--- config.mk ---
export PLATFORM = sky130hd
export DESIGN_NAME = scd_cfg_diag_handshake
export DESIGN_NICKNAME = d
export VERILOG_FILES = /design/src/rtl/scd_pkg.sv /design/src/rtl/scd_cfg_diag_handshake.sv
export VERILOG_INCLUDE_DIRS = /design/src /design/src/rtl
export SDC_FILE = /design/constraint.sdc
export NUM_CORES = 1
export LEC_CHECK = 0
export BUFFER_PORTS_ARGS = -buffer_cell sky130_fd_sc_hd__buf_4
export CORE_ASPECT_RATIO = 0.9
export CORE_MARGIN = 2
export CORE_UTILIZATION = 44
export CTS_CLUSTER_SIZE = 25
export DETAILED_ROUTE_END_ITERATION = 8
export HOLD_SLACK_MARGIN = 0.02
export PLACE_DENSITY = 0.77
export SYNTH_ARGS = -nofsm -noshare
export SYNTH_HDL_FRONTEND = slang
export SYNTH_SLANG_ARGS = --single-unit
export TNS_END_PERCENT = 1
--- constraint.sdc ---
create_clock -name clk_sys -period 2 [get_ports clk_sys]
set_clock_uncertainty 0.2 [all_clocks]
set_input_delay 0.1 -clock clk_sys [delete_from_list [all_inputs] [get_ports clk_sys]]
set_output_delay 0.1 -clock clk_sys [all_outputs]
set_load 0.03 [all_outputs]
--- src/rtl/scd_cfg.svh ---
/*
 * Offsets, field positions, reset values and codes of the configuration
 * and diagnostics buffer handshake. Included by the design and the bench.
 */
`ifndef SCD_CFG_SVH
`define SCD_CFG_SVH

// Register indices; byte address is four times the index
`define SCD_IDX_DIAG_OWNER 8'h0C
`define SCD_IDX_DIAG_SWAP 8'h0D
`define SCD_IDX_CFG_ACCEPT 8'h10
`define SCD_IDX_CFG_REJECT 8'h11
`define SCD_IDX_MODE_ONE 8'h20
`define SCD_IDX_STATUS 8'h21
`define SCD_IDX_IN_LEN 8'h22
`define SCD_IDX_DIAG1_LEN 8'h23
`define SCD_IDX_DIAG2_LEN 8'h24

// Field positions
`define SCD_MODE_CHG_CFG_BIT 0
`define SCD_STAT_DIAG_FLAG_BIT 0
`define SCD_STAT_CFG_PEND_BIT 1
`define SCD_STAT_STATE_LSB 2
`define SCD_DIAG_STATIC_BIT 1

// Acknowledgement results
`define SCD_ACK_FINISHED 2'h0
`define SCD_ACK_CONFLICT 2'h1
`define SCD_ACK_NOT_ALLOWED 2'h3

// Ownership codes
`define SCD_OWN_NIL 2'h0
`define SCD_OWN_HOST 2'h1
`define SCD_OWN_DEVICE 2'h2
`define SCD_OWN_SENDING 2'h3

// Reset values, empty input length and idle trigger counter
`define SCD_RST_MODE_ONE 8'h00
`define SCD_RST_LEN 8'h00
`define SCD_RST_DIAG1_OWNER 2'h1
`define SCD_RST_DIAG2_OWNER 2'h2
`define SCD_RST_CFG_PTR 2'h0
`define SCD_RST_AUX_PTR 2'h1
`define SCD_RST_RDCFG_PTR 2'h2
`define SCD_IN_LEN_EMPTY 8'h00
`define SCD_TRIG_ZERO 4'h0

`endif

--- src/rtl/scd_pkg.sv ---
/*
 * Types of the configuration and diagnostics buffer handshake.
 * Assumes nothing beyond the constants header.
 */
package scd_pkg;
    typedef enum logic [1:0] {
        SCD_WAIT_PRM,
        SCD_WAIT_CFG,
        SCD_WAIT_DIN,
        SCD_DATA_EXCH
    } scd_slave_e;

    typedef logic [1:0] scd_code_t;
    typedef logic [7:0] scd_byte_t;
endpackage

--- src/rtl/scd_cfg_diag_handshake.sv ---
/*
 * Configuration-check and diagnostics buffer handshake of a fieldbus slave,
 * with an AHB-Lite register slave (zero wait states, always OKAY).
 * Assumes telegram events, counters and the buffer RAM come from logic on
 * clk_sys; events are one-cycle pulses qualified by clkEn.
 */
// Behaviour
// - Valid config telegram: swap buffers, length, interrupt
// - Accept or reject clears config interrupt
// - Reject: diagnostic bits update, back to parameters
// - Accept: exchange now only if empty, counters zero
// - Entering data exchange raises enter/leave interrupt
// - Enabled: accept swaps config and read-config
// - Second telegram before ack returns conflict
// - Reads at 10H/11H accept/reject, two-bit result
// - Two diagnostics buffers, device owns one
// - Swap command read swaps, changed interrupt confirms
// - Swap sets pending flag, high-priority response
// - Fetch clears flag unless static diagnosis
// - Pending flag readable in status register
// - Owner register: buffer two 3..2, one 1..0
// - Swap read returns device-owned buffer number
// - Host writes byte zero bits 0..7 only
// - Ack not permitted in bus state: not allowed
`timescale 1ns/1ps
`include "scd_cfg.svh"

module scd_cfg_diag_handshake (
    input wire logic clk_sys,
    input wire logic sys_rst,
    input wire logic clkEn,
    input wire logic hsel,
    input wire logic [31:0] haddr,
    input wire logic [1:0] htrans,
    input wire logic hwrite,
    input wire logic [2:0] hsize,
    input wire logic [31:0] hwdata,
    input wire logic hready,
    output logic [31:0] hrdata,
    output logic hreadyout,
    output logic hresp,
    input wire logic cfgTelegramValid,
    input wire scd_pkg::scd_byte_t cfgRxLength,
    input wire logic [3:0] prmTrigCount,
    input wire logic ackAllowed,
    input wire logic newInputBufferCmd,
    input wire logic dataExchTelegram,
    input wire logic diagFetched,
    input wire logic diagSending,
    input wire logic staticDiagBit,
    output scd_pkg::scd_code_t auxBufferPtr,
    output scd_pkg::scd_code_t cfgBufferPtr,
    output scd_pkg::scd_code_t readCfgBufferPtr,
    output scd_pkg::scd_byte_t cfgRxLengthReg,
    output logic newCfgIrq,
    output logic exchangeIrq,
    output logic diagChangedIrq,
    output logic rejectDiagUpdate,
    output logic highPrioResponse,
    output scd_pkg::scd_slave_e slaveState,
    output logic deviceDiagBufTwo
);
    import scd_pkg::*;

    // Bus pipeline
    logic addrValid;
    logic [7:0] addrIdx;
    logic wrPend_q;
    logic [7:0] wrIdx_q;
    logic [31:0] rdData_d;

    // Register file
    scd_byte_t modeOne_q;
    scd_byte_t inLen_q;
    scd_byte_t diag1Len_q;
    scd_byte_t diag2Len_q;

    // Config handshake
    logic cfgPend_q;
    logic cfgConflict_q;
    scd_slave_e slave_q;
    scd_code_t auxPtr_q;
    scd_code_t cfgPtr_q;
    scd_code_t rdCfgPtr_q;
    scd_byte_t rxLen_q;
    logic newCfgIrq_q;
    logic exchIrq_q;
    logic rejDiag_q;

    // Diagnostics
    scd_code_t diag1Own_q;
    scd_code_t diag2Own_q;
    logic swapPend_q;
    logic diagFlag_q;
    logic diagChgIrq_q;
    logic hiPrio_q;
    logic devBufTwo_q;

    logic rdAccept;
    logic rdReject;
    logic rdSwap;
    logic ackAny;
    logic ackOk;
    logic enterDx;
    scd_code_t ackCode;

    // Owner code shown for a buffer; device buffer shows sending while in use
    function automatic scd_code_t shownOwner(input scd_code_t own, input logic sending);
        shownOwner = (own == `SCD_OWN_DEVICE && sending) ? `SCD_OWN_SENDING : own;
    endfunction

    // Code of the buffer the host owns, nil when both sit with the device
    function automatic scd_code_t hostBuffer(input scd_code_t own1, input scd_code_t own2);
        if (own1 == `SCD_OWN_HOST) begin
            hostBuffer = 2'h1;
        end else if (own2 == `SCD_OWN_HOST) begin
            hostBuffer = 2'h2;
        end else begin
            hostBuffer = 2'h0;
        end
    endfunction

    assign addrValid = clkEn && hsel && hready && htrans[1];
    assign addrIdx = haddr[9:2];
    assign rdAccept = addrValid && !hwrite && addrIdx == `SCD_IDX_CFG_ACCEPT;
    assign rdReject = addrValid && !hwrite && addrIdx == `SCD_IDX_CFG_REJECT;
    assign rdSwap = addrValid && !hwrite && addrIdx == `SCD_IDX_DIAG_SWAP;
    assign ackAny = rdAccept || rdReject;
    // No pending event or bus state forbids it: not allowed, nothing moves
    assign ackOk = ackAny && cfgPend_q && ackAllowed && !cfgConflict_q;

    always_comb begin
        if (!ackAny || !cfgPend_q || !ackAllowed) begin
            ackCode = `SCD_ACK_NOT_ALLOWED;
        end else if (cfgConflict_q) begin
            ackCode = `SCD_ACK_CONFLICT;
        end else begin
            ackCode = `SCD_ACK_FINISHED;
        end
    end

    // Empty input buffer and the trigger counter idle allow direct entry
    assign enterDx = (ackOk && rdAccept && inLen_q == `SCD_IN_LEN_EMPTY
                      && prmTrigCount == `SCD_TRIG_ZERO && !cfgTelegramValid)
                     || (clkEn && slave_q == SCD_WAIT_DIN && newInputBufferCmd);

    always_comb begin
        rdData_d = 32'h0000_0000;
        unique case (addrIdx)
            `SCD_IDX_DIAG_OWNER: rdData_d[3:0] = {shownOwner(diag2Own_q, diagSending),
                shownOwner(diag1Own_q, diagSending)};
            `SCD_IDX_DIAG_SWAP: rdData_d[1:0] = diagSending ? `SCD_OWN_NIL
                : hostBuffer(diag2Own_q, diag1Own_q);
            `SCD_IDX_CFG_ACCEPT,
            `SCD_IDX_CFG_REJECT: rdData_d[1:0] = ackCode;
            `SCD_IDX_MODE_ONE: rdData_d[7:0] = modeOne_q;
            `SCD_IDX_STATUS: begin
                rdData_d[`SCD_STAT_DIAG_FLAG_BIT] = diagFlag_q;
                rdData_d[`SCD_STAT_CFG_PEND_BIT] = cfgPend_q;
                rdData_d[`SCD_STAT_STATE_LSB +: 2] = slave_q;
            end
            `SCD_IDX_IN_LEN: rdData_d[7:0] = inLen_q;
            `SCD_IDX_DIAG1_LEN: rdData_d[7:0] = diag1Len_q;
            `SCD_IDX_DIAG2_LEN: rdData_d[7:0] = diag2Len_q;
            default: rdData_d = 32'h0000_0000;
        endcase
    end

    // Read data is formed in the address phase; zero wait states
    always_ff @(posedge clk_sys) begin
        if (sys_rst) begin
            hrdata <= 32'h0000_0000;
            hreadyout <= 1'b0;
            hresp <= 1'b0;
            wrPend_q <= 1'b0;
            wrIdx_q <= 8'h00;
        end else if (clkEn) begin
            hreadyout <= 1'b1;
            hresp <= 1'b0;
            wrPend_q <= addrValid && hwrite;
            wrIdx_q <= addrIdx;
            if (addrValid && !hwrite) begin
                hrdata <= rdData_d;
            end
        end
    end

    // Software registers, written in the data phase; low byte only
    always_ff @(posedge clk_sys) begin
        if (sys_rst) begin
            modeOne_q <= `SCD_RST_MODE_ONE;
            inLen_q <= `SCD_RST_LEN;
            diag1Len_q <= `SCD_RST_LEN;
            diag2Len_q <= `SCD_RST_LEN;
        end else if (clkEn && wrPend_q) begin
            unique case (wrIdx_q)
                `SCD_IDX_MODE_ONE: modeOne_q <= hwdata[7:0];
                `SCD_IDX_IN_LEN: inLen_q <= hwdata[7:0];
                `SCD_IDX_DIAG1_LEN: diag1Len_q <= hwdata[7:0];
                `SCD_IDX_DIAG2_LEN: diag2Len_q <= hwdata[7:0];
                default: ;
            endcase
        end
    end

    // Config buffer rotation and handshake; telegram set wins over ack
    always_ff @(posedge clk_sys) begin
        if (sys_rst) begin
            auxPtr_q <= `SCD_RST_AUX_PTR;
            cfgPtr_q <= `SCD_RST_CFG_PTR;
            rdCfgPtr_q <= `SCD_RST_RDCFG_PTR;
            rxLen_q <= `SCD_RST_LEN;
            cfgPend_q <= 1'b0;
            cfgConflict_q <= 1'b0;
            newCfgIrq_q <= 1'b0;
            rejDiag_q <= 1'b0;
        end else if (clkEn) begin
            rejDiag_q <= 1'b0;
            if (ackAny && cfgPend_q && ackAllowed && cfgConflict_q) begin
                cfgConflict_q <= 1'b0;
            end
            if (ackOk) begin
                cfgPend_q <= 1'b0;
                newCfgIrq_q <= 1'b0;
                rejDiag_q <= rdReject;
                if (rdAccept && modeOne_q[`SCD_MODE_CHG_CFG_BIT]) begin
                    cfgPtr_q <= rdCfgPtr_q;
                    rdCfgPtr_q <= cfgPtr_q;
                end
            end
            if (cfgTelegramValid) begin
                // Swap uses the pointer left by any accept in the same cycle
                auxPtr_q <= (ackOk && rdAccept && modeOne_q[`SCD_MODE_CHG_CFG_BIT])
                    ? rdCfgPtr_q : cfgPtr_q;
                cfgPtr_q <= auxPtr_q;
                rxLen_q <= cfgRxLength;
                cfgPend_q <= 1'b1;
                newCfgIrq_q <= 1'b1;
                if (cfgPend_q) begin
                    cfgConflict_q <= 1'b1;
                end
            end
        end
    end

    // Slave state
    always_ff @(posedge clk_sys) begin
        if (sys_rst) begin
            slave_q <= SCD_WAIT_PRM;
            exchIrq_q <= 1'b0;
        end else if (clkEn) begin
            exchIrq_q <= 1'b0;
            if (ackOk && rdReject) begin
                slave_q <= SCD_WAIT_PRM;
            end else if (enterDx && slave_q != SCD_DATA_EXCH) begin
                slave_q <= SCD_DATA_EXCH;
                exchIrq_q <= 1'b1;
            end else if (ackOk && rdAccept) begin
                slave_q <= SCD_WAIT_DIN;
            end else if (cfgTelegramValid && slave_q == SCD_WAIT_PRM) begin
                slave_q <= SCD_WAIT_CFG;
            end
        end
    end

    // Diagnostics ownership; a swap during sending waits for its end
    always_ff @(posedge clk_sys) begin
        if (sys_rst) begin
            diag1Own_q <= `SCD_RST_DIAG1_OWNER;
            diag2Own_q <= `SCD_RST_DIAG2_OWNER;
            swapPend_q <= 1'b0;
            diagChgIrq_q <= 1'b0;
            devBufTwo_q <= 1'b1;
        end else if (clkEn) begin
            diagChgIrq_q <= 1'b0;
            if ((rdSwap || swapPend_q) && !diagSending) begin
                diag1Own_q <= diag2Own_q;
                diag2Own_q <= diag1Own_q;
                devBufTwo_q <= (diag1Own_q == `SCD_OWN_DEVICE);
                swapPend_q <= 1'b0;
                diagChgIrq_q <= 1'b1;
            end else if (rdSwap) begin
                swapPend_q <= 1'b1;
            end
        end
    end

    // Pending diagnosis flag; a new swap wins over the fetch clearing it
    always_ff @(posedge clk_sys) begin
        if (sys_rst) begin
            diagFlag_q <= 1'b0;
            hiPrio_q <= 1'b0;
        end else if (clkEn) begin
            if (diagChgIrq_q) begin
                diagFlag_q <= 1'b1;
            end else if (diagFetched && !staticDiagBit) begin
                diagFlag_q <= 1'b0;
            end
            if (dataExchTelegram) begin
                hiPrio_q <= diagFlag_q;
            end
        end
    end

    assign auxBufferPtr = auxPtr_q;
    assign cfgBufferPtr = cfgPtr_q;
    assign readCfgBufferPtr = rdCfgPtr_q;
    assign cfgRxLengthReg = rxLen_q;
    assign newCfgIrq = newCfgIrq_q;
    assign exchangeIrq = exchIrq_q;
    assign diagChangedIrq = diagChgIrq_q;
    assign rejectDiagUpdate = rejDiag_q;
    assign highPrioResponse = hiPrio_q;
    assign slaveState = slave_q;
    assign deviceDiagBufTwo = devBufTwo_q;

    telegram_raises_irq_a: assert property (@(posedge clk_sys) disable iff (sys_rst)
        clkEn && cfgTelegramValid |=> newCfgIrq && cfgBufferPtr == $past(auxPtr_q))
        else $error("config telegram did not swap or interrupt");

    ack_clears_irq_a: assert property (@(posedge clk_sys) disable iff (sys_rst)
        ackOk && !cfgTelegramValid |=> !newCfgIrq && !cfgPend_q)
        else $error("acknowledgement left config interrupt set");

    reject_to_prm_a: assert property (@(posedge clk_sys) disable iff (sys_rst)
        ackOk && rdReject |=> slaveState == SCD_WAIT_PRM && rejectDiagUpdate)
        else $error("reject did not return to parameter wait");

    accept_busy_waits_a: assert property (@(posedge clk_sys) disable iff (sys_rst)
        ackOk && rdAccept && (inLen_q != `SCD_IN_LEN_EMPTY || prmTrigCount != `SCD_TRIG_ZERO)
        && slave_q != SCD_DATA_EXCH && !(slave_q == SCD_WAIT_DIN && newInputBufferCmd)
        |=> slaveState == SCD_WAIT_DIN)
        else $error("accept with input data entered exchange early");

    dx_entry_irq_a: assert property (@(posedge clk_sys) disable iff (sys_rst)
        $changed(slave_q) && slave_q == SCD_DATA_EXCH |-> exchangeIrq)
        else $error("data exchange entered without interrupt");

    conflict_code_a: assert property (@(posedge clk_sys) disable iff (sys_rst)
        ackAny && cfgPend_q && ackAllowed && cfgConflict_q
        |=> hrdata[1:0] == `SCD_ACK_CONFLICT)
        else $error("conflict not reported on acknowledgement");

    ack_upper_zero_a: assert property (@(posedge clk_sys) disable iff (sys_rst)
        ackAny |=> hrdata[31:2] == 30'h0)
        else $error("acknowledgement upper bits not zero");

    not_allowed_a: assert property (@(posedge clk_sys) disable iff (sys_rst)
        ackAny && !ackAllowed && !cfgTelegramValid
        |=> hrdata[1:0] == `SCD_ACK_NOT_ALLOWED && $stable(cfgPtr_q))
        else $error("forbidden acknowledgement not refused");

    swap_confirm_a: assert property (@(posedge clk_sys) disable iff (sys_rst)
        rdSwap && !diagSending && !swapPend_q
        |=> diagChangedIrq ##1 (diagFlag_q || !$past(clkEn)))
        else $error("diagnostics swap not confirmed");

    static_holds_a: assert property (@(posedge clk_sys) disable iff (sys_rst)
        clkEn && diagFlag_q && diagFetched && staticDiagBit |=> diagFlag_q)
        else $error("static diagnosis flag cleared");

    owners_differ_a: assert property (@(posedge clk_sys) disable iff (sys_rst)
        diag1Own_q != diag2Own_q)
        else $error("both diagnostics buffers share an owner");

    hi_prio_latch_a: assert property (@(posedge clk_sys) disable iff (sys_rst)
        clkEn && dataExchTelegram |=> highPrioResponse == $past(diagFlag_q))
        else $error("high-priority response does not follow the flag");

    status_flag_read_a: assert property (@(posedge clk_sys) disable iff (sys_rst)
        addrValid && !hwrite && addrIdx == `SCD_IDX_STATUS
        |=> hrdata[`SCD_STAT_DIAG_FLAG_BIT] == $past(diagFlag_q))
        else $error("status register does not show the pending flag");

    swap_deferred_a: assert property (@(posedge clk_sys) disable iff (sys_rst)
        rdSwap && diagSending |=> hrdata[1:0] == `SCD_OWN_NIL && $stable(diag1Own_q))
        else $error("swap during sending not deferred");
endmodule

# Yosys cells after proc, flatten, opt, wreduce, memory -nomap -nowiden
# Cells that the tools add are included.
word_totals:
  regBits: 79
  wordCells: 138
classes:
  n_eq_ne: 19
  mux: 31
  n_reduce_logical: 64
op_table:
  columns: ["operator", "n"]
  rows:
  - ["8-bit by 6-bit == test with 1-bit output (second input constant)", 9]
  - ["1-bit logical AND", 28]
  - ["2-bit two-way mux", 14]
  - ["2-bit AND reduction", 12]
  - ["8-bit by 4-bit == test with 1-bit output (second input constant)", 2]
  - ["8-bit by 5-bit == test with 1-bit output (second input constant)", 2]
  - ["2-bit one-hot mux with 8 select lines", 1]
  - ["4-bit one-hot mux with 4 select lines", 1]
  - ["1-bit two-way mux", 14]
  - ["2-bit one-hot mux with 6 select lines", 1]
  - ["1-bit logical NOT", 8]
  - ["8-bit logical NOT", 1]
  - ["2-bit nonzero test", 4]
  - ["2-bit == test (second input constant)", 3]
  - ["3-bit AND reduction", 2]
  - ["1-bit logical OR", 5]
  - ["2-bit by 1-bit == test with 1-bit output (second input constant)", 2]
  - ["4-bit logical NOT", 1]
  - ["4-bit nonzero test", 1]
  - ["2-bit logical NOT", 1]
  - ["2-bit != test (second input constant)", 1]
  - ["2-bit OR reduction", 1]

# Depth between registers and ports, before layout
# Gate-level depths: netlist of the first run.
logic_depth:
  ltp_word: 17
  mapped_depth: 7
  mapped_depth_nobuf: 5

# Worst setup path after synthesis of the first run
# No wires, ideal clock.
synth_path:
  path_kind: "register to register"
  startpoint: "register wrIdx_q[6]"
  endpoint: "register diag2Len_q[0]"
  setup_time_ns: 0.128
  arrival_time_ns: 1.685
  path_slack_ns: -0.013
  stages_incl_launch_ff: 7
  n_path_buf: 1
  synth_period_minus_slack_ns: 2.013
  path_cell_list: "dfxtp_1 > nor4b_1 > nand4b_1 > or4b_1 > buf_2 > mux2i_1 > nor2_1"
synth_via:
  elab_chain_len: 2
synth_lines:
  columns: ["item", "line_no", "text"]
  rows:
  - ["start, declared", "scd_cfg_diag_handshake.sv:69", "logic [7:0] wrIdx_q;"]
  - ["start signal, assigned", "scd_cfg_diag_handshake.sv:181", "wrIdx_q <= addrIdx;"]
  - ["8-bit by 6-bit == test with 1-bit output", "scd_cfg_diag_handshake.sv:196", "unique case (wrIdx_q)"]
  - ["2-bit AND reduction (no source line)", null, null]
  - ["end signal, assigned", "scd_cfg_diag_handshake.sv:194", "diag2Len_q <= `SCD_RST_LEN;"]
  - ["end signal, assigned", "scd_cfg_diag_handshake.sv:200", "`SCD_IDX_DIAG2_LEN: diag2Len_q <= hwdata[7:0];"]
  - ["end, declared", "scd_cfg_diag_handshake.sv:76", "scd_byte_t diag2Len_q;"]
# No other way between the ends.
# A chain may end at the register's enable or synchronous reset.

# Worst setup path in the final report of the first run
layout_path:
  startpoint: "register wrIdx_q[3]"
  endpoint: "register diag2Len_q[2]"
# Same word-level chain as after synthesis.

==> impl_metrics.env, run 1 <==
export IMPL_totalWireLength_um=9782
export IMPL_violations="negative setup slack"
export IMPL_finalMaxSlewViolations=0
export IMPL_p_per_area_nw_per_um2=670.5
export IMPL_syn_cell_area_um2=3681
export IMPL_synth_top_family_by_area="simple AND/OR/NAND/NOR gates"
export IMPL_avgSynthCellArea_um2=8.935
export IMPL_drt_wirelength_per_cell_um=15.53
export IMPL_via_per_inst=5.437
export IMPL_finish_utilization=0.6070
export IMPL_hpwl_um=6769
export IMPL_layout_drive_gt1_share=0.2392
export IMPL_ys_ff_latch=79
export IMPL_fmax_mhz=492.3
export IMPL_synth_cells=412
export IMPL_cts_sinks=79
export IMPL_rsz0062_at_grt="true"
export IMPL_finalCritPeriodShare=1.016
export IMPL_yosysTopAreaCell="dfxtp_1"
export IMPL_io_pin_count=150
export IMPL_cp_start_kind="register"
export IMPL_yosys_warnings=0
export IMPL_clk_pin_slew_ps=90
export IMPL_vias=3425
export IMPL_path_class="register to register"
export IMPL_r2r_start="wrIdx_q[3]$_SDFFE_PP0P_"
export IMPL_ant_nets=0
export IMPL_fp_dieH_um=90.77
export IMPL_synthXorXnorAreaFrac=0
export IMPL_peakVddDrop_mv=0.3934
export IMPL_cp_startpoint="wrIdx_q[3]$_SDFFE_PP0P_"
export IMPL_clock_path_buffers=2
export IMPL_grt_antenna_before_repair=0
export IMPL_ys_seq_area_frac=0.4296
export IMPL_worst_pin_slew_ps=529.8
export IMPL_critPathMaxFanout=8
export IMPL_core_um2=8068
export IMPL_status="complete, but fails checks"
export IMPL_cp_data_arrival_time_ps=2070
export IMPL_numCtsBuffers=9
export IMPL_p_leak_nw=2.119
export IMPL_track_usage=0.2205
export IMPL_synthTopCellsByArea="dfxtp_1 43%, mux2i_1 14%, nor2_1 8.0%"
export IMPL_firstDrtPassIters=4
export IMPL_hp_class="input port to register"
export IMPL_die_width_um=100.4
export IMPL_grt_start_max_net_pins=43
export IMPL_gp_congestion=0.9335
export IMPL_io_buffers=72
export IMPL_critPathRequiredTime_ps=2040
export IMPL_synth_simple_area_share=0.2186
export IMPL_clk_insertion_delay_late_ps=360
export IMPL_drv_cap=0
export IMPL_dp_slack_ps=-120.4
export IMPL_start_util=0.4563
export IMPL_cts_tree="yes"
export IMPL_synth_fa_ha_area_frac=0
export IMPL_num_antenna_cells=0
export IMPL_relSlewSlack=0.6468
export IMPL_grt_pass1_wl_um=15820
export IMPL_nNetsFinal=620
export IMPL_grt_pass1_vias=3232
export IMPL_synth_cell_types=52
export IMPL_drc_errors=0
export IMPL_cts_setup_buffers=0
export IMPL_min_delay_start="haddr[7]"
export IMPL_synth_edf_count=0
export IMPL_cts_root_buf="clkbuf_8"
export IMPL_setup_viol=5
export IMPL_min_period_ps=2031
export IMPL_synth_compound_area_frac=0.1101
export IMPL_setup_slack_ps=-31.34
export IMPL_syn2layout_area_growth_pct=33.04
export IMPL_async_reset_ff_frac=0
export IMPL_yosysTopAreaCellShare=0.4296
export IMPL_globalRouteOverflowTotal=0
export IMPL_num_rows=31
export IMPL_dieArea_um2=9115
export IMPL_ys_flop_type="dfxtp_1"
export IMPL_synthMuxAreaShare=0.1635
export IMPL_htreeDepth=3
export IMPL_drt_iter0_drc=266
export IMPL_finalHoldViolations=0
export IMPL_end_kind="register"
## repair_timing
| item | 4_1_cts | 5_1_grt |
|---|---|---|
| resized for setup | 3 | 4 |
| endpoints found under the setup margin | 16 | 33 |
| pin swaps | 3 | 2 |
| hold endpoints to repair | 58 | 0 |
| hold buffers | 33 | 0 |
## per-stage QoR
step	power, mW	hold WS [ps]	cell area [um2]	setup TNS (ps)	std cells
after floorplan	1.915	36.05	3774	0	436
after global placement	2.024	148.9	4332	-486.1	581
after detailed placement	2.032	159.8	4332	-1128	581
after CTS	3.272	49.44	4877	-54.91	630
after global routing	3.389	58.63	4897	-2513	630
final	3.284	57.39	4897	-80.91	630
## Yosys cell counts (3+ instances only)
cell / count
clkbuf_1: 9
nand4_1: 3
a22oi_1: 7
nand4b_1: 3
mux2_2: 5
o31a_1: 3
nor2_1: 78
buf_1: 7
a21oi_1: 27
or2_2: 3
a32oi_1: 3
nand3_1: 7
nor4_1: 3
buf_2: 4
nor3_1: 9
a211oi_1: 3
or3_1: 3
o21ai_1: 4
mux2i_1: 50
inv_1: 3
nand2_1: 30
buf_4: 25
dfxtp_1: 79
o21ai_0: 6
## critical path, stage by stage, from the launching register on
cell and delay [ps]:
dfxtp_1 340, nor4b_2 280, nand4b_1 170, or4b_1 520, buf_6 180, mux2i_1 170
nor2_1 50
## sequential cells by signal (all words and copies together), names as in the netlist, 2 cells and up
signal,flops
diag1Own_q,2
diag2Own_q,2
inLen_q,8
diag1Len_q,8
cfgBufferPtr,2
diag2Len_q,8
wrIdx_q,8
cfgRxLengthReg,8
auxBufferPtr,2
readCfgBufferPtr,2
slaveState,2
modeOne_q,8
hrdata,8
## report_power, final
part,total (mW),switching [mW],internal (mW),leakage (nW)
Combinational,0.433,0.254,0.178,1.38
Sequential,1.62,0.0235,1.60,0.641
Clock,1.23,0.639,0.589,0.0964
## layer usage
| metal | GRT usage | share of wire |
|---|---|---|
| met1 | 0.2911 | 0.44 |
| met2 | 0.3490 | 0.47 |
| met3 | 0.04721 | 0.063 |
| met4 | 0.08790 | 0.030 |
| met5 | 0 | 0 |
## cell families (layout without fill, tap and decap cells)
| group | count (synthesis) | count (layout) |
|---|---|---|
| simple gates | 161 | 161 |
| flops | 79 | 79 |
| compound gates | 65 | 65 |
| mux | 57 | 57 |
| buf+inv | 49 | 144 |
| other cells | 1 | 25 |
## worst paths after layout
kind	depth (start not counted)	slack, ps	to
hold reg to reg	2	260	highPrioResponse$_SDFFE_PP0P_
hold / removal	5	60	readCfgBufferPtr[0]$_SDFFE_PP0P_
setup / recovery	6	-30	diag2Len_q[2]$_SDFFE_PP0P_
setup reg to reg	6	-30	diag2Len_q[2]$_SDFFE_PP0P_
## layout by cell type, fill, tap and decap left out, types with 3 or more instances in the layout
| cell type | netlist | final |
|---|---|---|
| a211oi_1 | 3 | 3 |
| a21oi_1 | 27 | 27 |
| a22oi_1 | 7 | 7 |
| a32oi_1 | 3 | 3 |
| buf_4 | 25 | 88 |
| buf_6 | 0 | 3 |
| clkbuf_8 | 0 | 9 |
| conb_1 | 1 | 25 |
| dfxtp_1 | 79 | 78 |
| dlygate4sd3_1 | 0 | 33 |
| inv_1 | 3 | 3 |
| mux2_2 | 5 | 5 |
| mux2i_1 | 50 | 50 |
| nand2_1 | 30 | 30 |
| nand3_1 | 7 | 7 |
| nand4_1 | 3 | 3 |
| nand4b_1 | 3 | 3 |
| nor2_1 | 78 | 78 |
| nor3_1 | 9 | 9 |
| nor4_1 | 3 | 3 |
| o21ai_0 | 6 | 6 |
| o21ai_1 | 4 | 3 |
| o31a_1 | 3 | 3 |
| or2_2 | 3 | 3 |
| or3_1 | 3 | 3 |
## layout make-up
cell class                      count  area [um2]
Fill cell                         665        3171
Timing Repair Buffer              125        1045
Clock inverter                      7       80.08
Inverter                            3       11.26
Tap cell                           99       123.9
Sequential cell                    79        1583
Clock buffer                        9       123.9
Multi-Input combinational cell    308        1931
Note: power is estimated with default switching activity, not from simulation.
==> run 2, diff against run 1 <==
--- a/config.mk
+++ b/config.mk
@@ -12,7 +12,7 @@
 export CORE_UTILIZATION = 44
 export CTS_CLUSTER_SIZE = 25
 export DETAILED_ROUTE_END_ITERATION = 8
-export HOLD_SLACK_MARGIN = 0.02
+export HOLD_SLACK_MARGIN = 0.12
 export PLACE_DENSITY = 0.77
 export SYNTH_ARGS = -nofsm -noshare
 export SYNTH_HDL_FRONTEND = slang
==> run 2 against run 1 <==
The run still ends with negative setup slack left. Setup slack worse by 30 ps. Sequential power hardly changed. Clock power about the same. Final cell count increased by 2.1%. Maximum frequency decreased by 1.5%. Largest power group unchanged. Highest routed layer unchanged.
==> impl_metrics.env, run 2 (synthesis gave the netlist of run 1 again) <==
export IMPL_status="complete, but fails checks"
export IMPL_violations="negative setup slack"
export IMPL_layout_drive_gt1_share=0.2371
export IMPL_numCtsBuffers=9
export IMPL_cts_root_buf="clkbuf_8"
export IMPL_internal_power_mw=2.386
export IMPL_gp_congestion=0.9335
export IMPL_clock_path_buffers=2
export IMPL_cp_data_arrival_time_ps=2100
export IMPL_firstDrtPassIters=5
export IMPL_fill_cells=633
export IMPL_critPathRequiredTime_ps=2040
export IMPL_setup_tns_ps=-344.8
export IMPL_start_util=0.4563
export IMPL_mostFrequentLayoutCell="buf_4"
export IMPL_end_kind="register"
export IMPL_setup_slack_ps=-61.23
export IMPL_cts_sinks=79
export IMPL_via_per_inst=5.505
export IMPL_power_switching_uw=919.8
export IMPL_num_rows=31
export IMPL_nNetsFinal=633
export IMPL_globalRouteOverflowTotal=0
export IMPL_track_usage=0.2308
export IMPL_grt_pass1_vias=3352
export IMPL_die_width_um=100.4
export IMPL_clk_pin_slew_ps=90
export IMPL_grt_pass1_wl_um=16570
export IMPL_cts_tree="yes"
export IMPL_dieArea_um2=9115
export IMPL_core_um2=8068
export IMPL_num_antenna_cells=0
export IMPL_clkPwrFrac=0.369
export IMPL_finalHoldViolations=0
export IMPL_power_frac_seq=0.492
export IMPL_layout_cells_non_filler=643
export IMPL_min_period_ps=2061
export IMPL_grt_antenna_before_repair=0
export IMPL_htreeDepth=3
export IMPL_drt_iter0_drc=238
export IMPL_peakVddDrop_mv=0.3955
export IMPL_critPathMaxFanout=8
export IMPL_place_area_um2=4332
export IMPL_r2r_cells=6
export IMPL_hp_class="input port to register"
export IMPL_finalCritPeriodShare=1.031
export IMPL_totalWireLength_um=10370
export IMPL_layout_common_cells="88 x buf_4, 78 x nor2_1, 78 x dfxtp_1"
export IMPL_fp_dieH_um=90.77
export IMPL_ctsHoldBuffers=46
export IMPL_vias=3540
export IMPL_dp_cells=581
export IMPL_p_per_area_nw_per_um2=655.4
export IMPL_cts_setup_buffers=0
export IMPL_switching_share=0.2783
export IMPL_setup_viol=10
export IMPL_grt_start_max_net_pins=43
export IMPL_finish_utilization=0.6252
export IMPL_whs_path_depth=5
export IMPL_p_leak_nw=2.177
export IMPL_finalMaxSlewViolations=0
export IMPL_rsz0062_at_grt="true"
export IMPL_dp_slack_ps=-120.4
export IMPL_p_comb_frac=0.139
export IMPL_syn2layout_area_growth_pct=37.02
export IMPL_clk_insertion_delay_late_ps=350
export IMPL_path_class="register to register"
export IMPL_hpwl_um=6769
export IMPL_drt_wirelength_per_cell_um=16.13
export IMPL_stdcell_area_um2=5044
export IMPL_ant_nets=0
export IMPL_cp_start_kind="register"
export IMPL_io_pin_count=150
export IMPL_fmax_mhz=485.1
export IMPL_drv_cap=0
export IMPL_io_buffers=72
export IMPL_drc_errors=0
run 2: cell types whose count changed in the layout (fill, tap and decap cells not counted):
cell | previous run | this run
nor4b_2 | 1 | 0
dlygate4sd3_1 | 33 | 46
nor4b_4 | 1 | 2
a221oi_1 | 1 | 0
a221oi_2 | 0 | 1
and2_1 | 1 | 0
and2_2 | 0 | 1
run 2: timing repair:
item	4_1_cts	5_1_grt
endpoints found under the hold margin	69	1
gates resized for setup	3	7
endpoints found under the setup margin	16	35
pin swaps	3	2
run 2: worst max-delay path, stage by stage (launching register included):
cell and delay (ps):
dfxtp_1 350, nor4b_4 290, nand4b_1 180, or4b_1 520, buf_6 180, mux2i_1 170, nor2_1 50
run 2: final timing paths:
kind | from | endpoint | slack (ps)
min reg2reg | highPrioResponse$_SDFFE_PP0P_ | highPrioResponse$_SDFFE_PP0P_ | 260
max | wrIdx_q[3]$_SDFFE_PP0P_ | diag2Len_q[2]$_SDFFE_PP0P_ | -60
max reg2reg | wrIdx_q[3]$_SDFFE_PP0P_ | diag2Len_q[2]$_SDFFE_PP0P_ | -60
min | haddr[7] | readCfgBufferPtr[0]$_SDFFE_PP0P_ | 60
run 2: power groups by stage:
stage | Combinational (mW) | Sequential, mW | Clock [mW]
after floorplan | 0.227 | 1.69 | 0
after global placement | 0.368 | 1.66 | 0
after detailed placement | 0.374 | 1.66 | 0
after CTS | 0.446 | 1.62 | 1.22
after global routing | 0.490 | 1.63 | 1.30
final | 0.461 | 1.62 | 1.22
run 2: final cells by class:
type / count / area (um2) / area share
inverters: 3 / 11.26 / 0.002233
clock inverters: 7 / 80.08 / 0.01588
clock buffers: 9 / 123.9 / 0.02456
well taps: 99 / 123.9 / 0.02456
flip-flops and latches: 79 / 1583 / 0.3138
repair buffers: 138 / 1175 / 0.2329
multi-input cells: 308 / 1947 / 0.3860
run 2: metal layers:
metal  up-vias  wire [um]  GRT usage
met5         -          0          0
met4         0        264    0.09018
met3        27        667    0.04876
met2       170       4898     0.3781
met1      1682       4542     0.2950
li1       1661          -          -
run 2: per-stage QoR:
stage / hold slack (ps) / total power [mW]
floorplan: 36.05 / 1.915
global placement: 148.9 / 2.024
detailed placement: 159.8 / 2.032
CTS: 49.44 / 3.292
global route: 59.97 / 3.418
finish: 61.66 / 3.305
==> run 3, diff against run 2 <==
--- a/config.mk
+++ b/config.mk
@@ -9,11 +9,11 @@
 export BUFFER_PORTS_ARGS = -buffer_cell sky130_fd_sc_hd__buf_4
 export CORE_ASPECT_RATIO = 0.9
 export CORE_MARGIN = 2
-export CORE_UTILIZATION = 44
+export CORE_UTILIZATION = 25
 export CTS_CLUSTER_SIZE = 25
 export DETAILED_ROUTE_END_ITERATION = 8
 export HOLD_SLACK_MARGIN = 0.12
-export PLACE_DENSITY = 0.77
+export PLACE_DENSITY = 0.49
 export SYNTH_ARGS = -nofsm -noshare
 export SYNTH_HDL_FRONTEND = slang
 export SYNTH_SLANG_ARGS = --single-unit
==> run 3 against run 2 <==
The run now ends clean. Largest cell class unchanged. Sequential cell count is the same. Count of clock-buffer cells in the layout is 1 higher. Wire length rose by 3.5%. Die area increased by 72%. Utilization fell by 26 points. Clock power increased by 44%. First-iteration DRC count fell by 33%. Critical path type unchanged. Non-clock buffer count is 3 lower. Critical endpoint is now diag2Len_q[1]$_SDFFE_PP0P_.
==> impl_metrics.env, run 3 (synthesis gave the netlist of run 1 again) <==
export IMPL_status="complete, no violations"
export IMPL_peakVddDrop_mv=0.4720
export IMPL_drt_iter0_drc=160
export IMPL_total_power_mw=3.838
export IMPL_drc_errors=0
export IMPL_r2r_start="wrIdx_q[4]$_SDFFE_PP0P_"
export IMPL_finalCritPeriodShare=0.9820
export IMPL_fill_cells=1534
export IMPL_cts_root_buf="clkbuf_16"
export IMPL_grt_start_max_net_pins=49
export IMPL_syn2layout_area_growth_pct=42.49
export IMPL_setup_viol=0
export IMPL_totalWireLength_um=10740
export IMPL_ctsHoldBuffers=36
export IMPL_drv_cap=0
export IMPL_rsz0062_at_grt="true"
export IMPL_p_per_area_nw_per_um2=731.8
export IMPL_fmax_mhz=509.2
export IMPL_dieArea_um2=15710
export IMPL_io_pin_count=150
export IMPL_setup_slack_ps=36.08
export IMPL_firstDrtPassIters=4
export IMPL_nNetsFinal=630
export IMPL_cp_start_kind="register"
export IMPL_relSlewSlack=0.6543
export IMPL_via_per_inst=4.541
export IMPL_core_um2=14560
export IMPL_grt_antenna_before_repair=0
export IMPL_clock_path_buffers=2
export IMPL_layout_common_cells="94 x buf_4, 79 x dfxtp_1, 77 x nor2_1"
export IMPL_vias=3356
export IMPL_setup_tns_ps=0
export IMPL_layout_drive_gt1_share=0.2514
export IMPL_clk_pin_slew_ps=60
export IMPL_io_buffers=72
export IMPL_cp_startpoint="wrIdx_q[4]$_SDFFE_PP0P_"
export IMPL_die_width_um=131.9
export IMPL_cts_sinks=79
export IMPL_track_usage=0.1383
export IMPL_start_util=0.2529
export IMPL_p_leak_nw=2.231
export IMPL_clk_insertion_delay_late_ps=340
export IMPL_num_rows=42
export IMPL_numCtsBuffers=9
export IMPL_htreeDepth=3
export IMPL_worst_pin_slew_ps=518.5
export IMPL_num_antenna_cells=0
export IMPL_cts_tree="yes"
export IMPL_cp_data_arrival_time_ps=1970
export IMPL_grt_pass1_vias=3299
export IMPL_min_delay_start="haddr[7]"
export IMPL_min_period_ps=1964
export IMPL_finalHoldViolations=0
export IMPL_critPathRequiredTime_ps=2010
export IMPL_finalMaxSlewViolations=0
export IMPL_end_kind="register"
export IMPL_path_class="register to register"
export IMPL_grt_pass1_wl_um=17130
export IMPL_hp_class="input port to register"
export IMPL_dp_slack_ps=-40.20
export IMPL_globalRouteOverflowTotal=0
export IMPL_gp_congestion=0.8487
export IMPL_ant_nets=0
export IMPL_hpwl_um=7707
export IMPL_mostFrequentLayoutCell="buf_4"
export IMPL_drt_wirelength_per_cell_um=14.53
export IMPL_fp_dieH_um=119.1
export IMPL_critPathMaxFanout=8
[run 3: cell count changes in the layout (fill, tap and decap cells not counted), sizes merged]
cell / delta
inv: -1
bufinv: +1
buf: +7
clkinvlp: -1
clkbuf: +1
dlygate4sd3: -10
[run 3: path summary, 6_finish.rpt]
| kind | end | slack (ps) | cells after the start |
|---|---|---|---|
| worst max-delay path | diag2Len_q[1]$_SDFFE_PP0P_ | 40 | 6 |
| worst min-delay path | readCfgBufferPtr[0]$_SDFFE_PP0P_ | 50 | 5 |
| worst max register to register | diag2Len_q[1]$_SDFFE_PP0P_ | 40 | 6 |
| worst min register to register | exchangeIrq$_SDFFE_PP0P_ | 260 | 2 |
[run 3: area by class of cell]
class,count,area [um2],area share
Clock buffer,10,229.0,0.04365
Clock inverter,6,93.84,0.01789
Inverter,3,11.26,0.002147
Multi-Input combinational cell,308,1947,0.3712
Sequential cell,79,1582,0.3015
Tap cell,198,247.7,0.04723
Timing Repair Buffer,135,1135,0.2164
[run 3: report_power, final]
part	switching (mW)	leakage, nW	total, mW	internal, mW
combinational	0.260	1.44	0.451	0.191
sequential	0.0240	0.640	1.63	1.60
clock	0.660	0.153	1.76	1.10
[run 3: metrics by stage]
step	util	area, um2	hold slack [ps]	instances
after global routing	0.3603	5245	67.24	739
after CTS	0.3579	5210	38.92	739
after detailed placement	0.3097	4508	160.7	687
after floorplan	-	3774	36.05	436
final	0.3603	5245	52.58	739
after global placement	0.3097	4508	149.6	687
[run 3: critical path, cell delays in order, from the launching register on]
cell and delay, ps:
dfxtp_1 330, nor4b_2 270, nand4b_1 160, or4b_4 500, buf_6 170, mux2i_1 150
nor2_1 60
[run 3: metal layers]
layer  part of all wire  up-vias  GRT usage
li1                   -     1661          -
met1               0.47     1590     0.1748
met2               0.46       92     0.2279
met3              0.051       13    0.03406
met4              0.016        0    0.05163
met5                  0        -          0
[run 3: repair_timing]
action,CTS,global route
setup buffers,0,0
pin swaps,1,3
endpoints found under the setup margin,16,36
gates resized for setup,3,9
endpoints found under the hold margin,69,1
